## src/verilog/rst_pwr_pkg.sv

```systemverilog
// Constants, register map and carrier types of the reset and power sequencer.
package rst_pwr_pkg;
	localparam int ADDR_W = 8;
	localparam logic [7:0] OFS_POWER_CONTROL = 8'h00;
	localparam logic [7:0] OFS_WDT_CTRL = 8'h04;
	localparam logic [7:0] OFS_IRQ_CFG = 8'h08;
	localparam logic [7:0] OFS_STATUS = 8'h0c;
	localparam int POWER_CONTROL_REG_IDLE_BIT = 0;
	localparam int POWER_CONTROL_REG_PD_BIT = 1;
	localparam int WDT_RST_EN_BIT = 0;
	localparam int WDT_IRQ_EN_BIT = 1;
	localparam int WDT_CLEAR_BIT = 2;
	localparam int STAT_POR_BIT = 0;
	localparam int STAT_WDT_RST_BIT = 1;
	localparam int STAT_WD_IRQ_BIT = 2;
	localparam int STAT_MODE_LSB = 8;
	localparam logic [1:0] RESP_OKAY = 2'h0;
	localparam logic [1:0] RESP_SLVERR = 2'h2;
	localparam logic [1:0] POWER_CONTROL_REG_RESET = 2'h0;
	localparam logic [1:0] WDT_CTRL_RESET = 2'h0;
	localparam int CLK_PERIOD_NS = 10;
	localparam logic [1:0] FOURTH_CLOCK_STATE = 2'h3;
	localparam logic [2:0] EXT_MIN_SAMPLES = 3'h6;
	localparam logic [1:0] EXT_TAIL_MC = 2'h3;
	localparam int WDT_GRACE_CLOCKS = 512;
	localparam int WDT_RST_CLOCKS = 30;
	localparam int POR_CLOCKS = 65536;
	localparam int WAKE_CLOCKS = 65536;
	localparam int WDT_INTERVAL_CLOCKS = 131072;

	typedef struct packed {
		logic ext1_edge;
		logic ext1_en;
		logic ext0_edge;
		logic ext0_en;
		logic global_irq_enable;
	} irq_cfg_t;
	localparam irq_cfg_t IRQ_CFG_RESET = 5'h00;

	typedef struct packed {
		logic ale;
		logic prog_fetch_strobe_n;
		logic port0_oe;
		logic [31:0] port;
	} pins_t;
	localparam pins_t PINS_RESET = {1'b1, 1'b1, 1'b0, 32'hffffffff};

	typedef enum logic [3:0] {
		MODE_RUN = 4'b0001,
		MODE_IDLE = 4'b0010,
		MODE_PDOWN = 4'b0100,
		MODE_WAKE = 4'b1000
	} mode_t;
endpackage

```

## src/verilog/reset_and_power_mode_sequencer.sv

```systemverilog
// Reset merging, watchdog and idle/power-down sequencing with AXI4-Lite access.
`timescale 1ns/1ps
// Function
// - after power-on hold core reset 65,536 clocks before release.
// - supply below threshold sets power-on flag and holds reset meanwhile.
// - sample the external reset once per machine cycle, in fourth state.
// - accept external reset only after six consecutive high samples; in power-down the code takes a high synchronised input at once.
// - internal reset is generated synchronously from the sampled input.
// - stay in reset while input high, then up to three machine cycles.
// - external reset sets no cause flag.
// - watchdog runs freely; a software clear restarts its interval.
// - time-out sets flag; reset 512 clocks later if enabled and uncleared.
// - watchdog reset lasts thirty clocks, then execution restarts at zero.
// - idle bit enters idle after the instruction; CPU clock stops.
// - in idle strobes are high and port pins keep their entry levels.
// - any enabled interrupt clears the idle bit and leaves idle.
// - reset in idle restarts at once with no stabilisation wait.
// - watchdog counts in idle; its interrupt wakes, reset follows later.
// - power-down bit stops all clocks after the instruction completes.
// - in power-down strobes low, ports show registers, port 0 may float.
// - external reset high ends power-down and restarts at zero.
// - watchdog cannot wake from power-down since its clock stops.
// - enabled level external interrupt low restarts oscillator if global on.
// - after 65,536-clock wake delay resume for the interrupt service.
module reset_and_power_mode_sequencer #(
	parameter int POR_CYCLES = rst_pwr_pkg::POR_CLOCKS,
	parameter int WAKE_CYCLES = rst_pwr_pkg::WAKE_CLOCKS,
	parameter int WDT_INTERVAL = rst_pwr_pkg::WDT_INTERVAL_CLOCKS
) (
	input wire logic aclk,
	input wire logic aresetn,
	input wire logic [rst_pwr_pkg::ADDR_W-1:0] s_axi_awaddr,
	input wire logic s_axi_awvalid,
	output logic s_axi_awready,
	input wire logic [31:0] s_axi_wdata,
	input wire logic [3:0] s_axi_wstrb,
	input wire logic s_axi_wvalid,
	output logic s_axi_wready,
	output logic [1:0] s_axi_bresp,
	output logic s_axi_bvalid,
	input wire logic s_axi_bready,
	input wire logic [rst_pwr_pkg::ADDR_W-1:0] s_axi_araddr,
	input wire logic s_axi_arvalid,
	output logic s_axi_arready,
	output logic [31:0] s_axi_rdata,
	output logic [1:0] s_axi_rresp,
	output logic s_axi_rvalid,
	input wire logic s_axi_rready,
	input wire logic supply_ok,
	input wire logic ext_reset_in,
	input wire logic ext_irq0_n,
	input wire logic ext_irq1_n,
	input wire logic irq_pending,
	input wire logic cpu_instr_done,
	input wire logic ext_prog_mem,
	input wire rst_pwr_pkg::pins_t core_pins,
	input wire logic [31:0] port_sfr,
	output rst_pwr_pkg::pins_t pins_out,
	output logic core_reset,
	output logic cpu_clk_en,
	output logic periph_clk_en,
	output logic osc_enable,
	output logic wdt_irq
);
	import rst_pwr_pkg::*;

	localparam logic [16:0] POR_LIM = 17'(POR_CYCLES);
	localparam logic [16:0] WAKE_LAST = 17'(WAKE_CYCLES - 1);
	localparam logic [23:0] WDT_LAST = 24'(WDT_INTERVAL - 1);
	localparam logic [9:0] GRACE_LAST = 10'(WDT_GRACE_CLOCKS - 1);
	localparam logic [4:0] WDT_RST_LAST = 5'(WDT_RST_CLOCKS - 1);

	mode_t mode_reg, mode_next;
	logic aw_got_reg, w_got_reg, bvalid_reg, rvalid_reg;
	logic [7:0] waddr_reg;
	logic [31:0] wdata_reg, rdata_reg;
	logic [1:0] bresp_reg, rresp_reg;
	logic [3:0] wstrb_reg;
	logic do_write, wr_en, wdt_clear;
	logic [2:0] sts_w1c;
	logic [1:0] power_control_reg_reg;
	logic [1:0] wdt_ctrl_reg;
	irq_cfg_t irq_cfg_reg;
	logic por_flag_reg, wdt_rst_flag_reg, wd_flag_reg;
	logic [16:0] por_cnt_reg, wake_cnt_reg;
	logic por_busy;
	logic sync1_reg, sync2_reg;
	logic [1:0] mc_phase_reg, tail_cnt_reg;
	logic [2:0] ext_high_cnt_reg;
	logic ext_rst_active_reg, sample;
	logic [23:0] wdt_cnt_reg;
	logic [9:0] grace_cnt_reg;
	logic grace_active_reg, wdt_rst_active_reg;
	logic [4:0] wdt_rst_cnt_reg;
	logic wdt_run, wdt_timeout, grace_expire;
	logic idle_wake, pd_wake_req;
	pins_t pins_reg, frozen_reg;

	////////////////////////////////////////////////////////////////////////
	// AXI4-Lite slave.
	assign s_axi_awready = !aw_got_reg && !bvalid_reg;
	assign s_axi_wready = !w_got_reg && !bvalid_reg;
	assign s_axi_arready = !rvalid_reg;
	assign s_axi_bvalid = bvalid_reg;
	assign s_axi_bresp = bresp_reg;
	assign s_axi_rvalid = rvalid_reg;
	assign s_axi_rdata = rdata_reg;
	assign s_axi_rresp = rresp_reg;
	assign do_write = aw_got_reg && w_got_reg && !bvalid_reg;
	assign wr_en = do_write && wstrb_reg[0];
	assign wdt_clear = wr_en && waddr_reg == OFS_WDT_CTRL &&
		wdata_reg[WDT_CLEAR_BIT];
	assign sts_w1c = (wr_en && waddr_reg == OFS_STATUS) ? wdata_reg[2:0] :
		3'h0;

	always_ff @(posedge aclk) begin
		if (!aresetn) begin
			aw_got_reg <= 1'b0;
			w_got_reg <= 1'b0;
			waddr_reg <= 8'h00;
			wdata_reg <= 32'h00000000;
			wstrb_reg <= 4'h0;
		end else begin
			if (s_axi_awvalid && s_axi_awready) begin
				aw_got_reg <= 1'b1;
				waddr_reg <= s_axi_awaddr;
			end else if (do_write) begin
				aw_got_reg <= 1'b0;
			end
			if (s_axi_wvalid && s_axi_wready) begin
				w_got_reg <= 1'b1;
				wdata_reg <= s_axi_wdata;
				wstrb_reg <= s_axi_wstrb;
			end else if (do_write) begin
				w_got_reg <= 1'b0;
			end
		end
	end

	always_ff @(posedge aclk) begin
		if (!aresetn) begin
			bvalid_reg <= 1'b0;
			bresp_reg <= RESP_OKAY;
		end else if (do_write) begin
			bvalid_reg <= 1'b1;
			unique case (waddr_reg)
				OFS_POWER_CONTROL, OFS_WDT_CTRL, OFS_IRQ_CFG,
				OFS_STATUS: bresp_reg <= RESP_OKAY;
				default: bresp_reg <= RESP_SLVERR;
			endcase
		end else if (s_axi_bready) begin
			bvalid_reg <= 1'b0;
		end
	end

	always_ff @(posedge aclk) begin
		if (!aresetn) begin
			rvalid_reg <= 1'b0;
			rdata_reg <= 32'h00000000;
			rresp_reg <= RESP_OKAY;
		end else if (s_axi_arvalid && s_axi_arready) begin
			rvalid_reg <= 1'b1;
			rresp_reg <= RESP_OKAY;
			rdata_reg <= 32'h00000000;
			unique case (s_axi_araddr)
				OFS_POWER_CONTROL: rdata_reg[1:0] <= power_control_reg_reg;
				OFS_WDT_CTRL: rdata_reg[1:0] <= wdt_ctrl_reg;
				OFS_IRQ_CFG: rdata_reg[4:0] <= irq_cfg_reg;
				OFS_STATUS: begin
					rdata_reg[STAT_POR_BIT] <= por_flag_reg;
					rdata_reg[STAT_WDT_RST_BIT] <= wdt_rst_flag_reg;
					rdata_reg[STAT_WD_IRQ_BIT] <= wd_flag_reg;
					rdata_reg[STAT_MODE_LSB+:4] <= mode_reg;
				end
				default: rresp_reg <= RESP_SLVERR;
			endcase
		end else if (s_axi_rready) begin
			rvalid_reg <= 1'b0;
		end
	end

	////////////////////////////////////////////////////////////////////////
	// Control registers return to reset values on any core reset; the status flags do not.
	always_ff @(posedge aclk) begin
		if (!aresetn || core_reset) begin
			power_control_reg_reg <= POWER_CONTROL_REG_RESET;
			wdt_ctrl_reg <= WDT_CTRL_RESET;
			irq_cfg_reg <= IRQ_CFG_RESET;
		end else begin
			if (wr_en && waddr_reg == OFS_POWER_CONTROL) begin
				power_control_reg_reg <= wdata_reg[1:0];
			end else if (mode_reg == MODE_IDLE && idle_wake) begin
				power_control_reg_reg[POWER_CONTROL_REG_IDLE_BIT] <= 1'b0;
			end else if (mode_reg == MODE_WAKE && wake_cnt_reg == WAKE_LAST) begin
				power_control_reg_reg[POWER_CONTROL_REG_PD_BIT] <= 1'b0;
			end
			if (wr_en && waddr_reg == OFS_WDT_CTRL) begin
				wdt_ctrl_reg <= wdata_reg[1:0];
			end
			if (wr_en && waddr_reg == OFS_IRQ_CFG) begin
				irq_cfg_reg <= wdata_reg[4:0];
			end
		end
	end

	always_ff @(posedge aclk) begin
		if (!aresetn) begin
			por_flag_reg <= 1'b1;
			wdt_rst_flag_reg <= 1'b0;
			wd_flag_reg <= 1'b0;
		end else begin
			if (!supply_ok) begin
				por_flag_reg <= 1'b1;
			end else if (sts_w1c[STAT_POR_BIT]) begin
				por_flag_reg <= 1'b0;
			end
			if (grace_expire && wdt_ctrl_reg[WDT_RST_EN_BIT]) begin
				wdt_rst_flag_reg <= 1'b1;
			end else if (sts_w1c[STAT_WDT_RST_BIT]) begin
				wdt_rst_flag_reg <= 1'b0;
			end
			if (wdt_timeout) begin
				wd_flag_reg <= 1'b1;
			end else if (sts_w1c[STAT_WD_IRQ_BIT]) begin
				wd_flag_reg <= 1'b0;
			end
		end
	end

	////////////////////////////////////////////////////////////////////////
	// Power-on reset stretch.
	always_ff @(posedge aclk) begin
		if (!aresetn || !supply_ok) begin
			por_cnt_reg <= 17'h00000;
		end else if (por_busy) begin
			por_cnt_reg <= por_cnt_reg + 17'h00001;
		end
	end
	assign por_busy = por_cnt_reg != POR_LIM;
	assign core_reset = por_busy || ext_rst_active_reg || wdt_rst_active_reg;

	////////////////////////////////////////////////////////////////////////
	// External reset: synchroniser, machine-cycle sampling, tail stretch.
	always_ff @(posedge aclk) begin
		if (!aresetn) begin
			sync1_reg <= 1'b0;
			sync2_reg <= 1'b0;
			mc_phase_reg <= 2'h0;
		end else begin
			sync1_reg <= ext_reset_in;
			sync2_reg <= sync1_reg;
			mc_phase_reg <= mc_phase_reg + 2'h1;
		end
	end
	assign sample = mc_phase_reg == FOURTH_CLOCK_STATE;

	always_ff @(posedge aclk) begin
		if (!aresetn) begin
			ext_high_cnt_reg <= 3'h0;
		end else if (sample) begin
			if (!sync2_reg) begin
				ext_high_cnt_reg <= 3'h0;
			end else if (ext_high_cnt_reg != EXT_MIN_SAMPLES) begin
				ext_high_cnt_reg <= ext_high_cnt_reg + 3'h1;
			end
		end
	end

	always_ff @(posedge aclk) begin
		if (!aresetn) begin
			ext_rst_active_reg <= 1'b0;
			tail_cnt_reg <= 2'h0;
		end else if (mode_reg == MODE_PDOWN && sync2_reg) begin
			ext_rst_active_reg <= 1'b1;
			tail_cnt_reg <= 2'h0;
		end else if (sample && sync2_reg) begin
			tail_cnt_reg <= 2'h0;
			if (ext_high_cnt_reg == EXT_MIN_SAMPLES - 3'h1) begin
				ext_rst_active_reg <= 1'b1;
			end
		end else if (sample && ext_rst_active_reg) begin
			if (tail_cnt_reg == EXT_TAIL_MC - 2'h1) begin
				ext_rst_active_reg <= 1'b0;
			end else begin
				tail_cnt_reg <= tail_cnt_reg + 2'h1;
			end
		end
	end

	////////////////////////////////////////////////////////////////////////
	// Watchdog: free-running interval, grace window and reset pulse.
	assign wdt_run = periph_clk_en && !core_reset;
	assign wdt_timeout = wdt_run && wdt_cnt_reg == WDT_LAST;
	assign grace_expire = grace_active_reg && wdt_run &&
		grace_cnt_reg == GRACE_LAST;
	assign wdt_irq = wd_flag_reg;

	always_ff @(posedge aclk) begin
		if (!aresetn || core_reset || wdt_clear) begin
			wdt_cnt_reg <= 24'h000000;
		end else if (wdt_run) begin
			wdt_cnt_reg <= wdt_timeout ? 24'h000000 : wdt_cnt_reg + 24'h000001;
		end
	end

	always_ff @(posedge aclk) begin
		if (!aresetn || core_reset || wdt_clear) begin
			grace_active_reg <= 1'b0;
			grace_cnt_reg <= 10'h000;
		end else if (wdt_timeout && !grace_active_reg) begin
			grace_active_reg <= 1'b1;
			grace_cnt_reg <= 10'h000;
		end else if (grace_expire) begin
			grace_active_reg <= 1'b0;
		end else if (grace_active_reg && wdt_run) begin
			grace_cnt_reg <= grace_cnt_reg + 10'h001;
		end
	end

	always_ff @(posedge aclk) begin
		if (!aresetn) begin
			wdt_rst_active_reg <= 1'b0;
			wdt_rst_cnt_reg <= 5'h00;
		end else if (wdt_rst_active_reg) begin
			if (wdt_rst_cnt_reg == WDT_RST_LAST) begin
				wdt_rst_active_reg <= 1'b0;
			end
			wdt_rst_cnt_reg <= wdt_rst_cnt_reg + 5'h01;
		end else if (grace_expire && wdt_ctrl_reg[WDT_RST_EN_BIT]) begin
			wdt_rst_active_reg <= 1'b1;
			wdt_rst_cnt_reg <= 5'h00;
		end
	end

	////////////////////////////////////////////////////////////////////////
	// Power mode sequencer.
	assign idle_wake = irq_pending ||
		(wd_flag_reg && wdt_ctrl_reg[WDT_IRQ_EN_BIT]);
	assign pd_wake_req = irq_cfg_reg.global_irq_enable &&
		((irq_cfg_reg.ext0_en && !irq_cfg_reg.ext0_edge && !ext_irq0_n) ||
		(irq_cfg_reg.ext1_en && !irq_cfg_reg.ext1_edge && !ext_irq1_n));

	always_comb begin
		mode_next = mode_reg;
		unique case (mode_reg)
			MODE_RUN: begin
				if (cpu_instr_done && power_control_reg_reg[POWER_CONTROL_REG_PD_BIT]) begin
					mode_next = MODE_PDOWN;
				end else if (cpu_instr_done && power_control_reg_reg[POWER_CONTROL_REG_IDLE_BIT]) begin
					mode_next = MODE_IDLE;
				end
			end
			MODE_IDLE: begin
				if (idle_wake) begin
					mode_next = MODE_RUN;
				end
			end
			MODE_PDOWN: begin
				if (pd_wake_req) begin
					mode_next = MODE_WAKE;
				end
			end
			MODE_WAKE: begin
				if (wake_cnt_reg == WAKE_LAST) begin
					mode_next = MODE_RUN;
				end
			end
		endcase
	end

	always_ff @(posedge aclk) begin
		if (!aresetn || core_reset) begin
			mode_reg <= MODE_RUN;
		end else begin
			mode_reg <= mode_next;
		end
	end

	always_ff @(posedge aclk) begin
		if (!aresetn || mode_reg != MODE_WAKE) begin
			wake_cnt_reg <= 17'h00000;
		end else begin
			wake_cnt_reg <= wake_cnt_reg + 17'h00001;
		end
	end

	assign cpu_clk_en = mode_reg == MODE_RUN;
	assign periph_clk_en = mode_reg == MODE_RUN || mode_reg == MODE_IDLE;
	assign osc_enable = mode_reg != MODE_PDOWN;

	////////////////////////////////////////////////////////////////////////
	// Pin states per mode.
	always_ff @(posedge aclk) begin
		if (!aresetn) begin
			frozen_reg <= PINS_RESET;
		end else if (mode_reg == MODE_RUN && mode_next == MODE_IDLE) begin
			frozen_reg <= core_pins;
		end
	end

	always_ff @(posedge aclk) begin
		if (!aresetn) begin
			pins_reg <= PINS_RESET;
		end else begin
			unique case (mode_reg)
				MODE_RUN: pins_reg <= core_pins;
				MODE_IDLE: begin
					pins_reg <= frozen_reg;
					pins_reg.ale <= 1'b1;
					pins_reg.prog_fetch_strobe_n <= 1'b1;
				end
				MODE_PDOWN, MODE_WAKE: begin
					pins_reg.ale <= 1'b0;
					pins_reg.prog_fetch_strobe_n <= 1'b0;
					pins_reg.port <= port_sfr;
					pins_reg.port0_oe <= !ext_prog_mem;
				end
			endcase
		end
	end
	assign pins_out = pins_reg;
endmodule

```

## config.mk

```make
export PLATFORM = sky130hd
export DESIGN_NAME = reset_and_power_mode_sequencer
export DESIGN_NICKNAME = d
export VERILOG_FILES = /design/src/verilog/rst_pwr_pkg.sv /design/src/verilog/reset_and_power_mode_sequencer.sv
export SDC_FILE = /design/constraint.sdc
export NUM_CORES = 1
export LEC_CHECK = 0
export BUFFER_PORTS_ARGS = -buffer_cell sky130_fd_sc_hd__buf_4
export CORE_MARGIN = 3
export CORE_UTILIZATION = 48
export DETAILED_ROUTE_END_ITERATION = 7
export GPL_ROUTABILITY_DRIVEN = 0
export GPL_TIMING_DRIVEN = 1
export PLACE_DENSITY = 0.85
export SYNTH_ARGS = -nofsm -noshare
export SYNTH_HDL_FRONTEND = slang
export SYNTH_SLANG_ARGS = --single-unit
```

## constraint.sdc

```tcl
create_clock -name aclk -period 1.9 [get_ports aclk]
set_input_delay 0.285 -clock aclk [delete_from_list [all_inputs] [get_ports aclk]]
set_output_delay 0.285 -clock aclk [all_outputs]
set_load 0.1 [all_outputs]
```

### Word-level counts from Yosys, hierarchy flattened

Index checks and enable logic that the tools add are counted.

* flip-flop bits (word level): 200
* output and inout bits: 81

* reduce and logical (&&, ||, !) cells: 80
* add/sub/neg operators: 8
* multiplexer cells: 44
* bitwise operators: 3
* equality and inequality tests: 25

Operator list (count)
* $pmux W35 S3: 1
* $add A17 B1 Y17 const B: 2
* $logic_and A1 B1 Y1: 33
* $eq A8 B4 Y1 const B: 4
* $add A24 B1 Y24 const B: 1
* $eq A24 B17 Y1 const B: 1
* $mux W1: 24
* $mux W24: 1
* $mux W4: 6
* $reduce_bool A2 Y1: 10
* $eq A17 B16 Y1 const B: 1
* $ne A17 B17 Y1 const B: 1
* $eq A8 B3 Y1 const B: 2
* $logic_not A8 Y1: 2
* $pmux W4 S4: 1
* $logic_not A1 Y1: 13
* $add A10 B1 Y10 const B: 1
* $eq A10 B9 Y1 const B: 1
* $mux W5: 2
* $reduce_and A2 Y1: 5
* $logic_or A1 B1 Y1: 9
* $mux W3: 3
* $eq A4 B2 Y1 const B: 2
* $mux W2: 4
* other kinds (23): 30

### Longest topological paths before layout

Gate-level depths: netlist of run 1.

* depth after elaboration: 10
* gate-level depth with buffers: 10
* gate-level depth less buffers: 10

### Worst setup path before layout of run 1

Ideal clock, no wire load.

* kind: reg-to-reg
* from: register mode_reg[1]
* to: register frozen_reg[10] in the netlist's numbering
* library setup time: 137 ps
* slack: -2982 ps
* path buffers: 2
* arrival: 4745 ps
* cell stages (with the launch flop): 7
* data required time: 1763 ps
* cells stage by stage: dfxtp_1 -> buf_2 -> nor4b_1 -> nand2_1 -> clkbuf_1 -> nand2_1 -> nand3_1

* elaborated cells between the ends (all ways): 12

RTL lines
* from (decl): RTL line reset_and_power_mode_sequencer.sv:73 `mode_t mode_reg, mode_next;`
* from (signal assigned): RTL line reset_and_power_mode_sequencer.sv:375 `mode_reg <= mode_next;`
* $eq A4 B1 Y1 (*)
* named net cpu_clk_en: RTL line reset_and_power_mode_sequencer.sv:60 `output logic cpu_clk_en,`
* $pmux W4 S4: RTL line reset_and_power_mode_sequencer.sv:345 `unique case (mode_reg)`
* $eq A4 B2 Y1: RTL line reset_and_power_mode_sequencer.sv:396 `end else if (mode_reg == MODE_RUN && mode_next == MODE_IDLE) begin`
* $logic_and A1 B1 Y1 (*): RTL line reset_and_power_mode_sequencer.sv:396
* to (signal assigned): RTL line reset_and_power_mode_sequencer.sv:397 `frozen_reg <= core_pins;`
* to (decl): RTL line reset_and_power_mode_sequencer.sv:97 `pins_t pins_reg, frozen_reg;`

Mark *: on every way through the listed nets, which the timed path passes. The rest lies on a longest branch.
A chain may end at the register's enable or synchronous reset.

### Worst setup path after layout of run 1

* from: register por_cnt_reg[1]
* to: register wdt_cnt_reg[23]

* cells in the longest elaborated chain, start to end: 7
* elaborated cells between the ends (all ways): 9

Ends and longest elaborated chain
* from (decl): RTL line reset_and_power_mode_sequencer.sv:85 `logic [16:0] por_cnt_reg, wake_cnt_reg;`
* from (signal assigned): RTL line reset_and_power_mode_sequencer.sv:236 `por_cnt_reg <= por_cnt_reg + 17'h00001;`
* $ne A17 B17 Y1 (*): RTL line reset_and_power_mode_sequencer.sv:239 `assign por_busy = por_cnt_reg != POR_LIM;`
* $logic_or A1 B1 Y1 (*) (2 in series): RTL line reset_and_power_mode_sequencer.sv:240 `assign core_reset = por_busy || ext_rst_active_reg || wdt_rst_active_reg;`
* $logic_not A1 Y1: RTL line reset_and_power_mode_sequencer.sv:292 `assign wdt_run = periph_clk_en && !core_reset;`
* $logic_and A1 B1 Y1: RTL line reset_and_power_mode_sequencer.sv:292
* $logic_and A1 B1 Y1: RTL line reset_and_power_mode_sequencer.sv:293 `assign wdt_timeout = wdt_run && wdt_cnt_reg == WDT_LAST;`
* $mux W24: RTL line reset_and_power_mode_sequencer.sv:302 `wdt_cnt_reg <= wdt_timeout ? 24'h000000 : wdt_cnt_reg + 24'h000001;`
* to (signal assigned): RTL line reset_and_power_mode_sequencer.sv:302
* to (decl): RTL line reset_and_power_mode_sequencer.sv:91 `logic [23:0] wdt_cnt_reg;`

Every way passes the cells marked *; elsewhere a longest branch is shown, timed or not.

==> run_results.csv, run 1 <==
group,metric,value,unit
synth,synth.area.mux_share,2.43,%
sta,hold_violations,0,
final_layout,nFillCells,1244,
pwr,powerDensity,818,nW/µm²
hold_path,min-delay-path-class,"in -> reg",
global_route,grt.total_usage,21.8,%
hold_path,hold_path_end,"frozen_reg[23]",
die,num_rows,47,
critical_path,crit_path_max_fanout,7,
final_layout,antennaDiodeCount,0,
critical_path,r2r-end,"wdt_cnt_reg[23]",
synth,synth_seq_area_share,46.9,%
clock_tree,clk_latency,0.44,ns
clock_tree,clock_path_buffers,2,
synth,synth_top_family_by_area,"simple AND/OR/NAND/NOR gates",
die,initial_core_util,50.1,%
pwr,cellLeakagePower,4.71,nW
global_route,grt_pass1_vias,7271,
sta,finalCritPeriodShare,111,%
critical_path,critPathKind,"reg -> reg",
synth,yosys.area_share.simple,28.9,%
final_layout,largest_register_ff_count,35,
global_route,grt_antenna_before_repair,0,
clock_tree,htreeDepth,4,
final_layout,layout.area.seq,3980,µm²
pwr,ir_drop,0.000721,V
global_route,grt_pass1_wl,35000,µm
drt,drc,0,
drt,wl_per_cell,16.0,µm
critical_path,crit_required,2.22,ns
sta,worst_slew_pin_slew,0.516,ns
drt,drt-pass1-iter-count,5,
synth,synth_compound_area_share,8.75,%
sta,setup_tns,-3.57,ns
sta,finClkSkew,0.00916,ns
critical_path,worst_setup_path_start_kind,"register",
clock_tree,root_buffer,"clkbuf_16",
critical_path,arrival,2.44,ns
global_route,grt_max_degree,71,
synth,syn_inst,967,
synth,syn_area,8450,µm²
clock_tree,cts_made_buffers,17,
flow_run,maxCapViolations,0,
drt,drt_wl_total,22800,µm
sta,rsz0062_at_grt,"true",
critical_path,r2r-start,"por_cnt_reg[1]",
final_layout,multiInputGateArea,4450,µm²
sta,timing.hold.ws,0.0576,ns
die,die_y,139,µm
synth,synth-edff-count,0,
sta,worst_slack,-0.211,ns
final_layout,layout_commonest_cell,"buf_4",
synth,synth-xor-area-share,6.12,%
placement,portBuffers,158,
synth,avgSynthCellArea,8.74,µm²
final_layout,mostFrequentLayoutCells,"buf_4 (227), dfxtp_1 (191), nand2_1 (161)",
die,die_x,139,µm
sta,min_period,2.11,ns
die,io_pins,214,
drt,antenna_left,0,
synth,synthTopCellsByArea,"dfxtp_1 (47%), nand2_1 (7.3%), nand3_1 (6.0%)",
outcome,violations,"negative setup slack",
final_layout,final_cell_area,11300,µm²
synth,synthDominantCellAreaShare,46.9,%
outcome,outcome,"finished, violations left",
clock_tree,postCtsHoldBufs,0,
clock_tree,cts_tree,"built",
critical_path,reg2regPathDepth,11,
final_layout,fin_nets,1336,
placement,post_dp_cell_area,10300,µm²
die,core,16900,µm²
drt,vias,7696,
final_layout,fin_cells,1423,
sta,finalSetupViolations,35,
placement,dp_hpwl,15000,µm
clock_tree,path_clk_slew,0.08,ns
synth,async_reset_ff_share,0,%
hold_path,min_from,"core_pins[23]",
sta,slew_headroom,65.5,%
drt,drt_iter0_markers,542,
final_layout,syn_to_final_growth,34.0,%
critical_path,r2r_slack,-0.21,ns
die,die_area,19200,µm²
critical_path,end_kind,"register",
drt,routed_via_density,5.41,
synth,ys_ff_latch,198,
synth,ys_types,55,
synth,synth.largest_area_cell,"dfxtp_1",
final_layout,drive_gt1_share,28.1,%
synth,synth_fa_ha_area_share,1.93,%
clock_tree,clock-sinks,198,
synth,ys.flop_type,"dfxtp_1",
placement,placed_cells,1369,
placement,dp_slack,-0.103,ns
hold_path,hold_depth,3,
global_route,overflow,0,
sta,max_freq,474,MHz
synth,synth_warnings,0,
sta,drv_slew,0,
-- routing by layer --
| metal | vias up | track usage (%) | wire [µm] |
|---|---|---|---|
| met4 | 0 | 8.55 | 749 |
| met1 | 3645 | 26.7 | 9300 |
| met5 | - | 0 | 0 |
| met2 | 286 | 37.4 | 11500 |
| met3 | 54 | 4.86 | 1270 |
| li1 | 3711 | - | - |
-- kinds of logic after synthesis --
logic type / Yosys count
AND/OR/NAND/NOR: 486
flip-flops: 198
AO/OA/AOI/OAI: 108
buffers and inverters: 84
XOR/XNOR: 59
multiplexers: 18
adder cells (fa/ha/maj): 13
other: 1
-- layout make-up --
type | count | share of cell area (%)
clock inverter | 14 | 1.66
sequential | 198 | 35.1
multi-input combinational | 713 | 39.3
tap | 220 | 2.43
inverter | 16 | 0.530
timing repair buffer | 244 | 17.2
clock buffer | 18 | 3.88
-- power breakdown --
part	internal (mW)	switching (mW)
clock	2.15	1.72
combinational	0.313	0.823
sequential	4.22	0.0438
total	6.69	2.58
-- Yosys cell counts, drive strengths merged (2+ instances only) --
cell type	count
a211oi	2
a21boi	12
a21o	3
a21oi	19
a22o	2
a22oi	41
a31oi	2
and2	11
and3	13
and3b	2
and4	8
buf	33
clkbuf	35
dfxtp	198
ha	13
inv	16
mux2i	16
mux4	2
nand2	165
nand2b	8
nand3	101
nand3b	8
nand4	18
nor2	90
nor2b	22
nor3	15
nor3b	2
nor4	10
nor4b	6
o211a	2
o211ai	2
o21ai	16
o22ai	3
or3	5
xnor2	17
xor2	42
-- how the worst max path moves through the flow --
stage / end / slack, ns / cells after the start / startpoint
6_report: wdt_cnt_reg[23] / -0.21 / 11 / por_cnt_reg[1]
3_3_place_gp: wdt_cnt_reg[11] / -0.01 / 8 / por_cnt_reg[1]
5_1_grt: wdt_cnt_reg[0] / -0.28 / 11 / por_cnt_reg[1]
4_1_cts: core_reset / -0.08 / 5 / por_cnt_reg[12]
3_5_place_dp: grace_cnt_reg[5] / -0.10 / 9 / por_cnt_reg[1]
2_1_floorplan: frozen_reg[10] / -0.39 / 7 / mode_reg[3]
-- critical path, cell delays in order (launching register included) --
cell     delay (ns)
dfxtp_2        0.33
inv_2          0.06
ha_4           0.13
nor4b_4        0.20
buf_4          0.17
nand4_4        0.14
buf_4          0.19
nor3_2         0.19
buf_4          0.18
nand4_1        0.13
xor2_1         0.21
nor2_1         0.08
-- what timing repair did --
action	in CTS	in global routing
setup endpoints to repair	37	57
cloned	2	3
resized for setup	16	34
pin swaps	26	16
setup buffers	5	14
-- per-stage QoR --
step | util (%) | power [mW]
after floorplan | - | 5.18
after detailed placement | 61.1 | 5.48
after CTS | 65.5 | 9.27
final | 67.1 | 9.27
after global routing | 67.1 | 9.53
after global placement | 61.1 | 5.46
Power figures use the tool's default switching activity.
==> inputs of run 2 (changes only) <==
--- a/config.mk
+++ b/config.mk
@@ -7,11 +7,11 @@
 export LEC_CHECK = 0
 export BUFFER_PORTS_ARGS = -buffer_cell sky130_fd_sc_hd__buf_4
 export CORE_MARGIN = 3
-export CORE_UTILIZATION = 48
+export CORE_UTILIZATION = 52
 export DETAILED_ROUTE_END_ITERATION = 7
 export GPL_ROUTABILITY_DRIVEN = 0
 export GPL_TIMING_DRIVEN = 1
-export PLACE_DENSITY = 0.85
+export PLACE_DENSITY = 0.87
 export SYNTH_ARGS = -nofsm -noshare
 export SYNTH_HDL_FRONTEND = slang
 export SYNTH_SLANG_ARGS = --single-unit
==> constraint.sdc (replaced) <==
create_clock -name aclk -period 2.6 [get_ports aclk]
set_input_delay 0.39 -clock aclk [delete_from_list [all_inputs] [get_ports aclk]]
set_output_delay 0.39 -clock aclk [all_outputs]
set_load 0.1 [all_outputs]
==> run 2 against run 1 <==
Compared with the run above: the flow now finishes without violations; flip-flop and latch count stayed put; worst setup slack better by 0.50 ns; first-iteration DRC count is 0.55% lower; critical path depth is 5 lower; combinational power is 30% lower; critical endpoint is now core_reset; register-to-register slack better by 0.52 ns; routed wire length is 9.4% lower; clock skew is 0.00059 ns lower; utilization is 0.25 points higher; cell area is 7.6% lower; via count is 6.1% lower; largest power group unchanged; largest cell class unchanged.
==> run_results.csv, run 2 (synthesized netlist as in run 1, its figures left out) <==
group,metric,value,unit
hold_path,hold_path_end,"pins_out[18]",
clock_tree,cts_tree,"built",
final_layout,fin_cells,1343,
clock_tree,cts_made_buffers,17,
clock_tree,path_clk_slew,0.08,ns
pwr,p_switching,1.91,mW
drt,antenna_left,0,
outcome,outcome,"complete, no violations",
clock_tree,clock-sinks,198,
final_layout,syn_to_final_growth,23.9,%
die,die_area,17800,µm²
critical_path,r2r_slack,0.31,ns
placement,dp_hpwl,14400,µm
critical_path,end_kind,"output pin",
clock_tree,htreeDepth,4,
final_layout,mostFrequentLayoutCells,"dfxtp_1 (198), buf_4 (176), nand2_1 (165)",
critical_path,crit_path_max_fanout,5,
hold_path,min_from,"core_pins[18]",
global_route,grt.total_usage,23.0,%
placement,placed_cells,1311,
global_route,grt_pass1_vias,6993,
final_layout,largest_register_ff_count,35,
sta,setup_tns,0,ns
die,die_y,133,µm
drt,routed_via_density,5.38,
critical_path,arrival,1.92,ns
pwr,ir_drop,0.000465,V
clock_tree,cts_resized,0,
final_layout,antennaDiodeCount,0,
die,io_pins,214,
drt,drt_wl_total,20600,µm
die,core,15500,µm²
hold_path,min-delay-path-class,"in -> reg",
pwr,powerDensity,639,nW/µm²
pwr,p_comb_share,11.9,%
pwr,clock_power_share,41.4,%
global_route,grt_max_degree,65,
pwr,cellLeakagePower,4.25,nW
drt,vias,7224,
sta,max_freq,432,MHz
clock_tree,post_cts_buffers,0,
sta,finalCritPeriodShare,89.0,%
die,num_rows,45,
die,initial_core_util,54.4,%
pwr,pwr-share-seq,46.7,%
critical_path,critPathKind,"reg -> out",
global_route,grt_antenna_before_repair,0,
sta,drv_slew,0,
placement,portBuffers,158,
critical_path,worst_setup_path_start_kind,"register",
clock_tree,root_buffer,"clkbuf_16",
critical_path,r2r-end,"grace_cnt_reg[4]",
pwr,netSwitchingFraction,28.5,%
sta,hold_violations,0,
final_layout,post-route-util,67.4,%
drt,drc,0,
pwr,p_int,4.78,mW
drt,drt-pass1-iter-count,5,
global_route,grt_pass1_wl,33800,µm
sta,slew_headroom,57.2,%
clock_tree,clock_path_buffers,2,
drt,drt_iter0_markers,539,
sta,rsz0062_at_grt,"false",
global_route,overflow,0,
sta,min_period,2.31,ns
drt,wl_per_cell,15.4,µm
sta,finalSetupViolations,0,
final_layout,layout_commonest_cell,"dfxtp_1",
final_layout,fin_nets,1265,
flow_run,maxCapViolations,0,
critical_path,reg2regPathDepth,8,
pwr,p_total,6.69,mW
die,die_x,133,µm
clock_tree,clk_latency,0.44,ns
sta,finClkSkew,0.00857,ns
final_layout,drive_gt1_share,20.4,%
sta,worst_slew_pin_slew,0.637,ns
clock_tree,postCtsHoldBufs,0,
critical_path,r2r-start,"por_cnt_reg[0]",
hold_path,hold_depth,3,
critical_path,crit_required,2.21,ns
-- run 2: cell types whose count changed in the layout (fill, tap and decap cells not counted), moves of 4 or more --
cell and change:
buf_12 -4, dfxtp_1 +7, nand2_1 +4, dfxtp_2 -6, nand3_1 +4, buf_6 -11
nand2b_4 -4, buf_4 -51, nor3_1 +4
-- run 2: layout make-up --
cell class	instances	area [µm²]
Clock buffer	17	425
Timing Repair Buffer	177	1340
Multi-Input combinational cell	709	4210
Fill cell	1261	5070
Clock inverter	15	208
Tap cell	211	264
Inverter	16	60.1
Sequential cell	198	3960
-- run 2: layer usage --
layer  track usage, %  part of all wire [%]  up-vias
li1                 -                     -     3573
met1             28.8                    42     3413
met2             39.1                    50      209
met3             5.59                   5.9       29
met4             7.77                   2.1        0
met5                0                     0        -
-- run 2: stage by stage --
step                      setup slack [ns]  cell area (µm²)  hold WS (ns)
after floorplan                     0.0190             8570         0.398
after global placement               0.422             9830         0.409
after detailed placement             0.334             9830         0.414
after CTS                            0.261            10500         0.155
after global routing                0.0966            10500         0.156
final                                0.287            10500         0.164
-- run 2: worst max-delay path by stage --
stage | from | to | slack (ns)
6_report | por_cnt_reg[0] | core_reset | 0.29
5_1_grt | por_cnt_reg[0] | grace_cnt_reg[4] | 0.1
4_1_cts | por_cnt_reg[0] | core_reset | 0.26
3_5_place_dp | por_cnt_reg[0] | grace_cnt_reg[8] | 0.33
3_3_place_gp | por_cnt_reg[0] | grace_cnt_reg[5] | 0.42
2_1_floorplan | s_axi_bvalid | wdata_reg[0] | 0.02
-- run 2: worst max-delay path: stages, from the launching register on --
cell and delay (ns):
dfxtp_1 0.36, inv_1 0.08, ha_1 0.14, nor4b_4 0.28, and4_1 0.31, nand2_1 0.08, buf_4 0.23
-- run 2: power groups by stage --
| stage | Clock [mW] | Sequential [mW] | Combinational, mW |
|---|---|---|---|
| detailed placement | 0 | 3.19 | 0.791 |
| global placement | 0 | 3.19 | 0.783 |
| global route | 2.94 | 3.13 | 0.830 |
| floorplan | 0 | 3.42 | 0.356 |
| finish | 2.77 | 3.12 | 0.795 |
| CTS | 2.80 | 3.12 | 0.795 |
==> inputs of run 3 (changes only) <==
--- a/config.mk
+++ b/config.mk
@@ -12,6 +12,7 @@
 export GPL_ROUTABILITY_DRIVEN = 0
 export GPL_TIMING_DRIVEN = 1
 export PLACE_DENSITY = 0.87
+export RECOVER_POWER = 100
 export SYNTH_ARGS = -nofsm -noshare
 export SYNTH_HDL_FRONTEND = slang
 export SYNTH_SLANG_ARGS = --single-unit
==> run 3 against run 2 <==
Compared with the run above: the flow now finishes with violations (max-capacitance violations, max-slew violations); worst setup slack got worse by 0.098 ns; count of clock-buffer cells in the layout unchanged; routed wire length increased by 0.12%; total power shrank 0.44%; clock power is essentially flat; hold slack hardly changed; sequential share of layout area rose by 0.96 points; global-route usage did not move; utilization is 1.7 points lower; critical path type is now reg -> reg; largest power group unchanged.
==> run_results.csv, run 3 (synthesized netlist as in run 1, its figures left out) <==
group,metric,value,unit
clock_tree,postCtsHoldBufs,0,
clock_tree,clk_latency,0.44,ns
critical_path,critPathKind,"reg -> reg",
clock_tree,cts_tree,"built",
clock_tree,cts_resized,0,
final_layout,fin_nets,1265,
critical_path,end_kind,"register",
sta,hold_violations,0,
sta,setup_tns,0,ns
die,core,15500,µm²
final_layout,syn_to_final_growth,20.8,%
global_route,grt_max_degree,65,
die,initial_core_util,54.4,%
sta,rsz0062_at_grt,"false",
global_route,grt_busiest_layer,"met2",
pwr,clock_power_share,41.7,%
pwr,powerDensity,652,nW/µm²
die,die_x,133,µm
critical_path,r2r_slack,0.19,ns
pwr,p_int,4.75,mW
critical_path,slowest_delay,0.37,ns
drt,routed_via_density,5.41,
sta,max_freq,415,MHz
placement,portBuffers,158,
drt,drt-pass1-iter-count,6,
critical_path,crit_required,2.92,ns
sta,drv_slew,44,
global_route,grt_pass1_wl,33800,µm
pwr,p_comb_share,11.4,%
critical_path,worst_setup_path_start_kind,"register",
final_layout,layout_commonest_cell,"dfxtp_1",
pwr,cellLeakagePower,4.02,nW
placement,dp_slack,0.334,ns
final_layout,multiInputGateArea,4180,µm²
critical_path,crit_path_max_fanout,20,
placement,dp_hpwl,14400,µm
sta,min_period,2.41,ns
hold_path,min-delay-path-class,"in -> reg",
clock_tree,post_cts_buffers,0,
pwr,netSwitchingFraction,28.7,%
die,die_y,133,µm
clock_tree,htreeDepth,4,
global_route,met2_usage,39.1,%
global_route,use_met1,28.8,%
critical_path,r2r-end,"wdt_cnt_reg[8]",
drt,drt_wl_total,20700,µm
outcome,outcome,"finished, violations left",
hold_path,hold_path_end,"pins_out[18]",
global_route,overflow,0,
global_route,grt_antenna_before_repair,0,
critical_path,worstPathCellList,"inv_1 -> ha_1 -> nor4b_4 -> nand4_4 -> nor3_1 -> nand4_1 -> nand2b_1 -> buf_12 -> nor2_1",
final_layout,fin_cells,1343,
sta,slew_headroom,-9.97,%
sta,worst_slew_pin_slew,1.65,ns
die,die_area,17800,µm²
pwr,pwr-share-seq,46.9,%
flow_run,maxCapViolations,1,
pwr,ir_drop,0.000466,V
final_layout,layout.area.seq,3960,µm²
final_layout,largest_register_ff_count,35,
drt,drt_iter0_markers,570,
hold_path,min_from,"core_pins[18]",
placement,placed_cells,1311,
sta,finalSetupViolations,0,
die,io_pins,214,
drt,wl_per_cell,15.4,µm
clock_tree,clock-sinks,198,
outcome,violations,"max-capacitance violations, max-slew violations",
clock_tree,clock_path_buffers,2,
drt,vias,7260,
die,num_rows,45,
global_route,grt_pass1_vias,6993,
final_layout,drive_gt1_share,14.9,%
placement,post_dp_cell_area,9830,µm²
clock_tree,root_buffer,"clkbuf_16",
critical_path,arrival,2.73,ns
clock_tree,path_clk_slew,0.08,ns
drt,antenna_left,0,
sta,timing.hold.ws,0.164,ns
global_route,grt_use_met3,5.59,%
sta,finalCritPeriodShare,92.8,%
drt,drc,0,
final_layout,antennaDiodeCount,0,
sta,worst_slack,0.188,ns
final_layout,nFillCells,1363,
final_layout,mostFrequentLayoutCells,"dfxtp_1 (198), nand2_1 (165), buf_4 (109)",
clock_tree,cts_made_buffers,17,
critical_path,startpoint,"por_cnt_reg[0]",
sta,finClkSkew,0.00902,ns
critical_path,reg2regPathDepth,9,
final_layout,final_cell_area,10200,µm²
pwr,p_total,6.66,mW
critical_path,crit_path_top_delay_cell,"nand4_1",
critical_path,r2r-start,"por_cnt_reg[0]",
pwr,p_switching,1.91,mW
final_layout,post-route-util,65.7,%
hold_path,hold_depth,3,
global_route,grt.total_usage,23.0,%
[run 3: final cells by class]
type	instances	share of cell area (%)
multi-input combinational	709	41.0
sequential	198	38.8
timing repair buffer	177	10.8
clock buffer	17	4.17
tap	211	2.59
clock inverter	15	2.03
inverter	16	0.588
[run 3: per-layer routing]
layer / wire, µm / vias to the layer above
li1: - / 3578
met1: 8620 / 3413
met2: 10400 / 240
met3: 1240 / 29
met4: 399 / 0
met5: 0 / -
[run 3: worst max path at each step]
stage	to	slack, ns
3_3_place_gp	grace_cnt_reg[5]	0.42
4_1_cts	core_reset	0.26
3_5_place_dp	grace_cnt_reg[8]	0.33
6_report	wdt_cnt_reg[8]	0.19
2_1_floorplan	wdata_reg[0]	0.02
5_1_grt	grace_cnt_reg[3]	0.05
[run 3: worst max-delay path: cells and delay by family (launching register included)]
kind	cells	cell delay (ns)
simple gates	6	1.54
flops	1	0.36
buf+inv	2	0.25
fa+ha+maj	1	0.14
[run 3: power by group through the flow]
stage	Clock, mW	Combinational [mW]	Sequential, mW
2_1_floorplan	0	0.356	3.42
3_3_place_gp	0	0.783	3.19
3_5_place_dp	0	0.791	3.19
4_1_cts	2.80	0.795	3.12
5_1_grt	2.94	0.795	3.13
6_report	2.78	0.760	3.12
